### config.mk
export PLATFORM = sky130hd
export DESIGN_NAME = pvrb_phy_end_flat
export DESIGN_NICKNAME = d
export VERILOG_FILES = /design/src/common/pvrb_pkg.sv /design/src/common/pvrb_link_if.sv /design/src/logic/pvrb_phy_end.sv /design/src/flat_wrapper.sv
export SDC_FILE = /design/constraint.sdc
export NUM_CORES = 1
export LEC_CHECK = 0
export ABC_AREA = 0
export BUFFER_PORTS_ARGS = -buffer_cell sky130_fd_sc_hd__buf_2
export CORE_ASPECT_RATIO = 1.1
export CORE_MARGIN = 3
export CORE_UTILIZATION = 35
export DETAILED_ROUTE_END_ITERATION = 8
export MAX_ROUTING_LAYER = met4
export PLACE_DENSITY = 0.63
export SYNTH_ARGS = -nofsm -noshare
export SYNTH_HDL_FRONTEND = slang
export SYNTH_SLANG_ARGS = --single-unit
### constraint.sdc
create_clock -name CORE_CLK -period 5 [get_ports CORE_CLK]
set_input_delay 0.75 -clock CORE_CLK [delete_from_list [all_inputs] [get_ports CORE_CLK]]
set_output_delay 0.75 -clock CORE_CLK [all_outputs]
set_load 0.01 [all_outputs]
### src/common/pvrb_pkg.sv
// Constants, field layout and helpers for the transceiver vendor register bank.
// Assumes one 125 MHz core clock shared by the link end and the transceiver end.
package pvrb_pkg;

	// Vendor register addresses (immediate 6-bit address space)
	localparam logic [5:0] VND_LOW_ADDR      = 6'h30;
	localparam logic [5:0] VND_HIGH_ADDR     = 6'h3f;
	localparam logic [5:0] TX_BOOST_ADDR     = 6'h31;
	localparam logic [5:0] AUDIO_KEY_ADDR    = 6'h33;
	localparam logic [5:0] ID_MEAS_ADDR      = 6'h36;
	localparam logic [5:0] ID_MEAS_SET_ADDR  = 6'h37;
	localparam logic [5:0] ID_MEAS_CLR_ADDR  = 6'h38;
	localparam logic [5:0] LINE_IO_ADDR      = 6'h39;
	localparam logic [5:0] GROUP_SET_STEP    = 6'h01;
	localparam logic [5:0] GROUP_CLR_STEP    = 6'h02;

	// Field positions
	localparam int BOOST_LSB       = 5;
	localparam int AUDIO_KEY_LSB   = 0;
	localparam int ID_CODE_LSB     = 0;
	localparam int ID_DONE_BIT     = 3;
	localparam int ID_GO_BIT       = 4;
	localparam int ID_KEEP0_BIT    = 5;
	localparam int ID_IRQ_EN_BIT   = 6;
	localparam int SWAP_BIT        = 1;
	localparam int SER_LDO_LSB     = 2;
	localparam int PULL_PLUS_BIT   = 4;
	localparam int PULL_MINUS_BIT  = 5;
	localparam int USB_LDO_LSB     = 6;
	localparam int RXCMD_ALT_BIT   = 7;

	// Codes and values after reset
	localparam logic [3:0] AUDIO_KEY_CODE  = 4'ha;
	localparam logic [1:0] BOOST_RESERVED  = 2'h1;
	localparam logic [1:0] BOOST_NOMINAL   = 2'h0;
	localparam logic [1:0] BOOST_RST       = 2'h0;
	localparam logic [3:0] AUDIO_KEY_RST   = 4'h0;
	localparam logic [7:0] ID_MEAS_RST     = 8'h00;
	localparam logic [1:0] SER_LDO_RST     = 2'h1;
	localparam logic [1:0] USB_LDO_RST     = 2'h0;
	localparam logic [7:0] LINE_IO_RST     = 8'h04;
	localparam logic [7:0] RXCMD_ALT_BYTE  = 8'h80;

	// Conversion time: least time, rounded up to whole cycles
	localparam int CLK_PERIOD_PS    = 8000;
	localparam int ID_CONV_TIME_US  = 282;
	localparam int ID_CONV_CYCLES   = (ID_CONV_TIME_US * 1000000 + CLK_PERIOD_PS - 1)
		/ CLK_PERIOD_PS;

	// Controller software register offsets and bits
	localparam logic [3:0] SW_PHY_ADDR_OFS = 4'h0;
	localparam logic [3:0] SW_PHY_DATA_OFS = 4'h1;
	localparam logic [3:0] SW_CTRL_OFS     = 4'h2;
	localparam logic [3:0] SW_RDATA_OFS    = 4'h3;
	localparam logic [3:0] SW_IRQ_STAT_OFS = 4'h4;
	localparam logic [3:0] SW_IRQ_MASK_OFS = 4'h5;
	localparam int CTRL_WRITE_BIT   = 0;
	localparam int CTRL_READ_BIT    = 1;
	localparam int IRQ_RDONE_BIT    = 0;
	localparam int IRQ_ALT_BIT      = 1;

	// New register value after a direct, set or clear access to a three-address group
	function automatic logic [7:0] pvrb_apply(input logic [7:0] old, input logic [7:0] data,
		input logic [5:0] addr, input logic [5:0] base);
		if (addr == base)
			return data;
		else if (addr == base + GROUP_SET_STEP)
			return old | data;
		else if (addr == base + GROUP_CLR_STEP)
			return old & ~data;
		else
			return old;
	endfunction

	// Address falls in a three-address group
	function automatic logic pvrb_in_group(input logic [5:0] addr, input logic [5:0] base);
		return (addr >= base) && (addr <= base + GROUP_CLR_STEP);
	endfunction

endpackage

### src/common/pvrb_link_if.sv
// Register command channel between link controller and transceiver.
// Assumes both ends are clocked by the same core clock.
`timescale 1ns/1ps
interface pvrb_link_if;
	logic       cmd_wr;      // One-cycle register write
	logic       cmd_rd;      // One-cycle register read
	logic [5:0] cmd_addr;
	logic [7:0] cmd_data;
	logic       rd_valid;    // Read answer, cycle after cmd_rd
	logic [7:0] rd_data;
	logic       rxcmd_valid; // One-cycle status byte
	logic [7:0] rxcmd_data;

	modport phy  (input cmd_wr, cmd_rd, cmd_addr, cmd_data,
		output rd_valid, rd_data, rxcmd_valid, rxcmd_data);
	modport link (output cmd_wr, cmd_rd, cmd_addr, cmd_data,
		input rd_valid, rd_data, rxcmd_valid, rxcmd_data);
endinterface

### src/logic/pvrb_phy_end.sv
// Transceiver end: vendor register bank, ID-resistor conversion timing, pin controls.
// Assumes the link keeps the keep-zero bit clear and issues one strobe per cycle.
`timescale 1ns/1ps
module pvrb_phy_end
	import pvrb_pkg::*;
#(
	parameter int CONV_CYCLES = ID_CONV_CYCLES
)
(
	// Clock and reset
	input  wire logic       CORE_CLK,
	input  wire logic       NRST,
	// Link side
	pvrb_link_if.phy        LINK,
	// Converter and mode inputs
	input  wire logic [2:0] ID_RES_CODE_IN,
	input  wire logic       CARKIT_IRQ_EN,
	input  wire logic       UART_MODE,
	input  wire logic       SERIAL_TRANSMIT_DRIVE_ENABLE,
	// Analog and pin controls
	output logic      [1:0] TX_AMPLITUDE_BOOST,
	output logic            AUDIO_MODE_ENABLE,
	output logic            ID_MEASURE_ACTIVE,
	output logic            ID_MEASURE_DONE,
	output logic      [2:0] ID_RESISTANCE_CODE,
	output logic            LINE_POLARITY_SWAP,
	output logic      [1:0] LDO_LEVEL,
	output logic            CHARGER_PULLUP_PLUS,
	output logic            CHARGER_PULLUP_MINUS
);

	// Register state
	logic [1:0]  boost_q;
	logic [3:0]  audio_mode_key_q;
	logic [2:0]  id_resistance_code_q;
	logic        id_measure_done_q;
	logic        id_measure_go_q;
	logic        id_keep0_q;
	logic        id_measure_irq_enable_q;
	logic [7:1]  line_io_q;
	logic [15:0] conv_cnt_q;
	logic [2:0]  code_s1_q;
	logic [2:0]  code_s2_q;
	logic        alt_pend_q;
	logic        rd_valid_q;
	logic [7:0]  rd_data_q;
	logic        rxcmd_valid_q;
	logic [7:0]  rxcmd_data_q;

	// Combinational views
	logic [7:0]  id_view;
	logic [7:0]  io_view;
	logic [7:0]  id_new;
	logic [7:0]  io_new;
	logic        id_hit_wr;
	logic        io_hit_wr;
	logic        id_measure_go_d;
	logic        conv_start;
	logic        conv_end;
	logic        done_rd_clear;
	logic        alt_event;
	logic        alt_send;
	logic [7:0]  rd_mux;

	// Readable images; unused bits read zero
	always_comb
	begin
		id_view = 8'h00;
		id_view[ID_CODE_LSB +: 3]  = id_resistance_code_q;
		id_view[ID_DONE_BIT]       = id_measure_done_q;
		id_view[ID_GO_BIT]         = id_measure_go_q;
		id_view[ID_KEEP0_BIT]      = id_keep0_q;
		id_view[ID_IRQ_EN_BIT]     = id_measure_irq_enable_q;
		io_view = {line_io_q, 1'b0};
	end

	// Write decode for the two grouped registers
	always_comb
	begin
		id_hit_wr = LINK.cmd_wr && pvrb_in_group(LINK.cmd_addr, ID_MEAS_ADDR);
		io_hit_wr = LINK.cmd_wr && pvrb_in_group(LINK.cmd_addr, LINE_IO_ADDR);
		id_new = pvrb_apply(id_view, LINK.cmd_data, LINK.cmd_addr, ID_MEAS_ADDR);
		io_new = pvrb_apply(io_view, LINK.cmd_data, LINK.cmd_addr, LINE_IO_ADDR);
	end

	// Conversion control: start on rising go, completion clears go
	always_comb
	begin
		conv_end = id_measure_go_q && (conv_cnt_q == 16'h0000);
		if (conv_end)
			id_measure_go_d = 1'b0;
		else if (id_hit_wr)
			id_measure_go_d = id_new[ID_GO_BIT];
		else
			id_measure_go_d = id_measure_go_q;
		conv_start = id_measure_go_d && !id_measure_go_q;
		done_rd_clear = LINK.cmd_rd && pvrb_in_group(LINK.cmd_addr, ID_MEAS_ADDR);
		alt_event = conv_end && (id_measure_irq_enable_q || CARKIT_IRQ_EN);
		alt_send = alt_pend_q && !LINK.cmd_rd;
	end

	// Simple read/write registers
	always_ff @(posedge CORE_CLK or negedge NRST)
	begin
		if (!NRST)
		begin
			boost_q          <= BOOST_RST;
			audio_mode_key_q <= AUDIO_KEY_RST;
		end
		else if (LINK.cmd_wr)
		begin
			if (LINK.cmd_addr == TX_BOOST_ADDR)
				boost_q <= LINK.cmd_data[BOOST_LSB +: 2];
			if (LINK.cmd_addr == AUDIO_KEY_ADDR)
				audio_mode_key_q <= LINK.cmd_data[AUDIO_KEY_LSB +: 4];
		end
	end

	// ID measurement writable bits
	always_ff @(posedge CORE_CLK or negedge NRST)
	begin
		if (!NRST)
		begin
			id_measure_go_q         <= ID_MEAS_RST[ID_GO_BIT];
			id_keep0_q              <= ID_MEAS_RST[ID_KEEP0_BIT];
			id_measure_irq_enable_q <= ID_MEAS_RST[ID_IRQ_EN_BIT];
		end
		else
		begin
			id_measure_go_q <= id_measure_go_d;
			if (id_hit_wr)
			begin
				id_keep0_q              <= id_new[ID_KEEP0_BIT];
				id_measure_irq_enable_q <= id_new[ID_IRQ_EN_BIT];
			end
		end
	end

	// Conversion timer
	always_ff @(posedge CORE_CLK or negedge NRST)
	begin
		if (!NRST)
			conv_cnt_q <= 16'h0000;
		else if (conv_start)
			conv_cnt_q <= 16'(CONV_CYCLES - 1);
		else if (id_measure_go_q && conv_cnt_q != 16'h0000)
			conv_cnt_q <= conv_cnt_q - 16'h0001;
	end

	// Converter result synchroniser
	always_ff @(posedge CORE_CLK or negedge NRST)
	begin
		if (!NRST)
		begin
			code_s1_q <= 3'h0;
			code_s2_q <= 3'h0;
		end
		else
		begin
			code_s1_q <= ID_RES_CODE_IN;
			code_s2_q <= code_s1_q;
		end
	end

	// Result capture and done flag; completion wins over a read clear
	always_ff @(posedge CORE_CLK or negedge NRST)
	begin
		if (!NRST)
		begin
			id_resistance_code_q <= ID_MEAS_RST[ID_CODE_LSB +: 3];
			id_measure_done_q    <= ID_MEAS_RST[ID_DONE_BIT];
		end
		else if (conv_end)
		begin
			id_resistance_code_q <= code_s2_q;
			id_measure_done_q    <= 1'b1;
		end
		else if (done_rd_clear)
			id_measure_done_q <= 1'b0;
	end

	// Line I/O and power register, bit 0 never stored
	always_ff @(posedge CORE_CLK or negedge NRST)
	begin
		if (!NRST)
			line_io_q <= LINE_IO_RST[7:1];
		else if (io_hit_wr)
			line_io_q <= io_new[7:1];
	end

	// Pending alt_int; a new event wins over the send
	always_ff @(posedge CORE_CLK or negedge NRST)
	begin
		if (!NRST)
			alt_pend_q <= 1'b0;
		else
			alt_pend_q <= alt_event || (alt_pend_q && !alt_send);
	end

	// Status byte, held off while a read answer owns the next cycle
	always_ff @(posedge CORE_CLK or negedge NRST)
	begin
		if (!NRST)
		begin
			rxcmd_valid_q <= 1'b0;
			rxcmd_data_q  <= 8'h00;
		end
		else
		begin
			rxcmd_valid_q <= alt_send;
			rxcmd_data_q  <= alt_send ? RXCMD_ALT_BYTE : 8'h00;
		end
	end

	// Read multiplexer; unmapped addresses answer zero
	always_comb
	begin
		rd_mux = 8'h00;
		if (LINK.cmd_addr == TX_BOOST_ADDR)
			rd_mux[BOOST_LSB +: 2] = boost_q;
		else if (LINK.cmd_addr == AUDIO_KEY_ADDR)
			rd_mux[AUDIO_KEY_LSB +: 4] = audio_mode_key_q;
		else if (pvrb_in_group(LINK.cmd_addr, ID_MEAS_ADDR))
			rd_mux = id_view;
		else if (pvrb_in_group(LINK.cmd_addr, LINE_IO_ADDR))
			rd_mux = io_view;
	end

	// Read answer one cycle after the strobe
	always_ff @(posedge CORE_CLK or negedge NRST)
	begin
		if (!NRST)
		begin
			rd_valid_q <= 1'b0;
			rd_data_q  <= 8'h00;
		end
		else
		begin
			rd_valid_q <= LINK.cmd_rd;
			rd_data_q  <= LINK.cmd_rd ? rd_mux : 8'h00;
		end
	end

	assign LINK.rd_valid    = rd_valid_q;
	assign LINK.rd_data     = rd_data_q;
	assign LINK.rxcmd_valid = rxcmd_valid_q;
	assign LINK.rxcmd_data  = rxcmd_data_q;

	// Registered analog and pin controls
	always_ff @(posedge CORE_CLK or negedge NRST)
	begin
		if (!NRST)
		begin
			TX_AMPLITUDE_BOOST          <= BOOST_NOMINAL;
			AUDIO_MODE_ENABLE    <= 1'b0;
			LINE_POLARITY_SWAP   <= 1'b0;
			LDO_LEVEL            <= USB_LDO_RST;
			CHARGER_PULLUP_PLUS  <= 1'b0;
			CHARGER_PULLUP_MINUS <= 1'b0;
		end
		else
		begin
			TX_AMPLITUDE_BOOST <= (boost_q == BOOST_RESERVED) ? BOOST_NOMINAL : boost_q;
			AUDIO_MODE_ENABLE  <= (audio_mode_key_q == AUDIO_KEY_CODE);
			LINE_POLARITY_SWAP <= line_io_q[SWAP_BIT];
			if (UART_MODE && SERIAL_TRANSMIT_DRIVE_ENABLE)
				LDO_LEVEL <= line_io_q[SER_LDO_LSB +: 2];
			else
				LDO_LEVEL <= line_io_q[USB_LDO_LSB +: 2];
			CHARGER_PULLUP_PLUS  <= line_io_q[PULL_PLUS_BIT] || UART_MODE;
			CHARGER_PULLUP_MINUS <= line_io_q[PULL_MINUS_BIT] || UART_MODE;
		end
	end

	// Measurement state for the carkit status mirror
	assign ID_MEASURE_ACTIVE  = id_measure_go_q;
	assign ID_MEASURE_DONE    = id_measure_done_q;
	assign ID_RESISTANCE_CODE = id_resistance_code_q;

endmodule

### src/flat_wrapper.sv
// flat-port wrapper written by rule: the top's interface ports become plain ports
module pvrb_phy_end_flat import pvrb_pkg::*;
#(
	parameter int CONV_CYCLES = ID_CONV_CYCLES
)
  (CORE_CLK, NRST, ID_RES_CODE_IN, CARKIT_IRQ_EN, UART_MODE, SERIAL_TRANSMIT_DRIVE_ENABLE, TX_AMPLITUDE_BOOST, AUDIO_MODE_ENABLE, ID_MEASURE_ACTIVE, ID_MEASURE_DONE, ID_RESISTANCE_CODE, LINE_POLARITY_SWAP, LDO_LEVEL, CHARGER_PULLUP_PLUS, CHARGER_PULLUP_MINUS, LINK_cmd_wr, LINK_cmd_rd, LINK_cmd_addr, LINK_cmd_data, LINK_rd_valid, LINK_rd_data, LINK_rxcmd_valid, LINK_rxcmd_data);
  pvrb_link_if LINK_i ();
  input  wire logic CORE_CLK;
  input  wire logic NRST;
  input  wire logic [2:0] ID_RES_CODE_IN;
  input  wire logic CARKIT_IRQ_EN;
  input  wire logic UART_MODE;
  input  wire logic SERIAL_TRANSMIT_DRIVE_ENABLE;
  output logic      [1:0] TX_AMPLITUDE_BOOST;
  output logic AUDIO_MODE_ENABLE;
  output logic ID_MEASURE_ACTIVE;
  output logic ID_MEASURE_DONE;
  output logic      [2:0] ID_RESISTANCE_CODE;
  output logic LINE_POLARITY_SWAP;
  output logic      [1:0] LDO_LEVEL;
  output logic CHARGER_PULLUP_PLUS;
  output logic CHARGER_PULLUP_MINUS;
  input wire logic [$bits(LINK_i.cmd_wr)-1:0] LINK_cmd_wr;
  input wire logic [$bits(LINK_i.cmd_rd)-1:0] LINK_cmd_rd;
  input wire logic [$bits(LINK_i.cmd_addr)-1:0] LINK_cmd_addr;
  input wire logic [$bits(LINK_i.cmd_data)-1:0] LINK_cmd_data;
  output wire logic [$bits(LINK_i.rd_valid)-1:0] LINK_rd_valid;
  output wire logic [$bits(LINK_i.rd_data)-1:0] LINK_rd_data;
  output wire logic [$bits(LINK_i.rxcmd_valid)-1:0] LINK_rxcmd_valid;
  output wire logic [$bits(LINK_i.rxcmd_data)-1:0] LINK_rxcmd_data;
  assign LINK_i.cmd_wr = LINK_cmd_wr;
  assign LINK_i.cmd_rd = LINK_cmd_rd;
  assign LINK_i.cmd_addr = LINK_cmd_addr;
  assign LINK_i.cmd_data = LINK_cmd_data;
  assign LINK_rd_valid = LINK_i.rd_valid;
  assign LINK_rd_data = LINK_i.rd_data;
  assign LINK_rxcmd_valid = LINK_i.rxcmd_valid;
  assign LINK_rxcmd_data = LINK_i.rxcmd_data;
  pvrb_phy_end #(.CONV_CYCLES(CONV_CYCLES)) u_core (.CORE_CLK(CORE_CLK), .NRST(NRST), .LINK(LINK_i), .ID_RES_CODE_IN(ID_RES_CODE_IN), .CARKIT_IRQ_EN(CARKIT_IRQ_EN), .UART_MODE(UART_MODE), .SERIAL_TRANSMIT_DRIVE_ENABLE(SERIAL_TRANSMIT_DRIVE_ENABLE), .TX_AMPLITUDE_BOOST(TX_AMPLITUDE_BOOST), .AUDIO_MODE_ENABLE(AUDIO_MODE_ENABLE), .ID_MEASURE_ACTIVE(ID_MEASURE_ACTIVE), .ID_MEASURE_DONE(ID_MEASURE_DONE), .ID_RESISTANCE_CODE(ID_RESISTANCE_CODE), .LINE_POLARITY_SWAP(LINE_POLARITY_SWAP), .LDO_LEVEL(LDO_LEVEL), .CHARGER_PULLUP_PLUS(CHARGER_PULLUP_PLUS), .CHARGER_PULLUP_MINUS(CHARGER_PULLUP_MINUS));
endmodule
==> summary.md <==
| Metric | Value |
|---|---|
| Tcrit/Tclk final | a little under half |
| Crit path capture | u_core.ID_RESISTANCE_CODE[1]$_DFFE_PN0P_ |
| Critical path fanouts, max | 6 |
| Required time of the critical path | 5.23 ns |
| IO buf count | 47 |
| GRT met2 Usage | 26.19% |
| DRC errors left | 0 |
| H-tree depth | 3 |
| Setup crit start kind | register |
| Seq cells post-synth | 61 |
| Max-Cap Viols | 0 |
| Starting DRT DRC Count | just over 100 |
| R2R Setup Slk | about 2.7 ns |
| Die X | a little over 90 um |
| Unrepaired setup endpoints after global routing | false |
| Overflow left after global routing | 0 |
| Maximum clock insertion buffer count | 2 |
| Hold Violations, Final | 0 |
| Setup violators final | 0 |
| Final wirelength | around 6.5 mm |
| Clock sinks | about 60 |
| Sequential cell area fraction in the yosys report | a little over half |
| Top-level port count | 55 |
| Post-Syn Instances | between 200 and 300 |
| Distinct cells, synth | 52 |
| RePlAce Congestion | 0.8726 |
| TritonCTS clock tree | yes |
| Post_cts resized | 0 |
| Number of flops mapped to enable cells by yosys | 0 |
| Gr busiest metal | met2 |
| Hold crit path type | register to register |
| Cell at the slowest stage of the critical path | or3b_2 |
| Clock Skew | just over 0.007 ns |
| Share of layout cells above drive strength 1 | just under 30% |
| Syn avg cell area | between 10 and 15 um2 |
| Vias in the first global route | approximately 2200 |
| Final Core Density | 44.55% |
| Nets | between 300 and 400 |
| Fin. max-slew vios | 0 |
| Critical path class | register to register |
| Reg2Reg Launch Point | u_core.conv_cnt_q[0]$_DFFE_PN0P_ |
| Area of the multi-input gates | around 1200 um2 |
| Initial antenna violation count | 0 |
| Post-DP HPWL | 4.638 mm |
| Pwr/cell area | just over 400 nW/um2 |
| Core Rows | 33 |
| Met1 GRT Util | between 15 and 20% |
| Commonest non-fill, non-tap cell in the layout | dfrtp_1 |
| Via/cell ratio | roughly 5.2 |
| Hold Crit Start | u_core.code_s1_q[1]$_DFF_PN0_ |
| Crit. Startpoint | u_core.conv_cnt_q[0]$_DFFE_PN0P_ |
| Worst-path cell chain | inv_1, ha_1, or3b_2, nor4_1, and3_1, mux2_2 |
| Setup Buffers After CTS | 0 |
| Worst r2r dst | u_core.ID_RESISTANCE_CODE[1]$_DFFE_PN0P_ |
| Slew @ Worst Pin | ~0.85 ns |
| Largest net degree at the start of global routing | slightly above 60 |
| N_diodes | 0 |
| Final ANT Viol Nets | 0 |
| Reg area | ~1500 um2 |
| Post-layout power | about 1400 uW |
| Total CTS buffers | 9 |
| Fillcell total | between 700 and 800 |
| Avg WL per Cell | roughly 15 um |
| Slew margin rel. | between 40% and 50% |
| First-pass GRT wire length | 11.00 mm |
| Max incr delay on CP | ~0.47 ns |
| Area grow syn2layout | 20.25% |
| Die area | approximately 9000 um2 |
| TritonRoute pass-1 iters | 4 |
| Most frequent cells in the layout | dfrtp_1 (60), buf_2 (47), nor2_1 (26) |
| Synth Warn # | 0 |
| Die H | 100.3 um |
| Met3 Use GR | 4.948% |
| Gr usage total | roughly 16% |
| Status | complete, no violations |
| CTS clock-pin slew for the worst setup and hold paths | ~0.07 ns |
| Crit. End Element | register |
| Setup TNS | 0 ns |
| Clock tree root buffer cell | clkbuf_8 |
| Synth Flop Type | dfrtp_1 |
| Fmax | about 430 MHz |
| Post-CTS Hold Buffers | 0 |
| Clock Latency Late Sink | around 0.35 ns |
| Synthesized area | 2830 um2 |
| DR vias | between 2000 and 2500 |
| Reg2reg path depth | 6 |
| IR drop worst, VDD | ~140 uV |
| Post-synthesis async set-or-reset flop share | 100.0% |
| Initial core utilization | between 30% and 40% |
| Core ar. | roughly 7600 um2 |
| WP data arrival | 2.55 ns |
| Final Critical Period | 2.313 ns |
| Leakage power | about 0.0015 uW |
==> cells in the mapped netlist (all sizes together) (2+ instances only) <==
cell	instances	share of area (%)
or2	4	0.88
nor3b	4	1.1
nor4	6	1.3
or3	2	0.49
or3b	4	1.2
dfrtp	60	53
mux2	11	4.4
buf	11	2.7
nand3b	3	0.80
a21oi	18	3.3
ha	2	0.88
a211oi	9	2.4
a22oi	3	0.80
clkbuf	5	0.66
nand4	4	0.88
and3	3	0.66
or4b	3	1.1
nor2	26	3.4
inv	4	0.53
nor2b	4	0.88
a221oi	3	0.93
or4	8	2.5
nand3	3	0.53
mux2i	7	2.5
nand2	17	2.3
o21ai	9	1.6
nor3	11	1.9
==> power breakdown <==
group | switching, uW | internal [uW] | leakage, uW
Combinational | 89.9 | 73.8 | 0.000611
Clock | 214 | 385 | 0.000134
Sequential | 68.1 | 547 | 0.000769
Total | 372 | 1010 | 0.00151
==> stage by stage <==
| step | worst slack, ns | hold WS (ns) | area, um2 | cells |
|---|---|---|---|---|
| CTS | 2.669 | 0.3521 | 3403 | 422 |
| floorplan | 2.773 | 0.3312 | 2853 | 269 |
| global placement | 2.635 | 0.3355 | 3133 | 406 |
| global route | 2.570 | 0.3561 | 3403 | 422 |
| detailed placement | 2.577 | 0.3355 | 3133 | 406 |
| finish | 2.687 | 0.3510 | 3403 | 422 |
==> how the worst min path moves through the flow <==
stage	cells past startpoint	end
5_1_grt	0	u_core.code_s2_q[0]$_DFF_PN0_
2_1_floorplan	0	u_core.code_s2_q[0]$_DFF_PN0_
3_3_place_gp	0	u_core.code_s2_q[2]$_DFF_PN0_
3_5_place_dp	0	u_core.code_s2_q[1]$_DFF_PN0_
6_report	0	u_core.code_s2_q[1]$_DFF_PN0_
4_1_cts	0	u_core.code_s2_q[1]$_DFF_PN0_
==> worst max-delay path, delay by kind of cell, from the launching register on <==
kind          cells  cell delay [ns]
buf+inv           1             0.10
mux               1             0.37
fa+ha+maj         1             0.20
simple gates      3             1.12
flops             1             0.41
==> layer usage <==
layer | share of wire [%] | vias to the layer above
met3 | 5.8 | 10
li1 | - | 1054
met5 | 0 | -
met4 | 1.6 | 0
met2 | 50 | 79
met1 | 42 | 1066
==> cells by family (layout without fill, tap and decap cells) <==
group                      Yosys count  after routing  synth area share (%)
muxes                               18             18                 6.852
other                                1              7                0.1325
and+or+nand+nor                    107            107                 21.49
adders and majority gates            2              2                0.8840
DFF                                 61             61                 53.98
AOI/OAI and AO/OA                   54             54                 12.82
buffers and inverters               20             68                 3.846
==> area by class of cell <==
| class | instances | share of cell area (%) |
|---|---|---|
| multi-input combinational | 188 | 35.74 |
| clock buffer | 9 | 3.640 |
| clock inverter | 7 | 4.301 |
| sequential | 61 | 44.89 |
| tap | 105 | 3.860 |
| inverter | 4 | 0.4412 |
| timing repair buffer | 48 | 7.132 |
No activity file was read; power rests on OpenSTA's default activity.
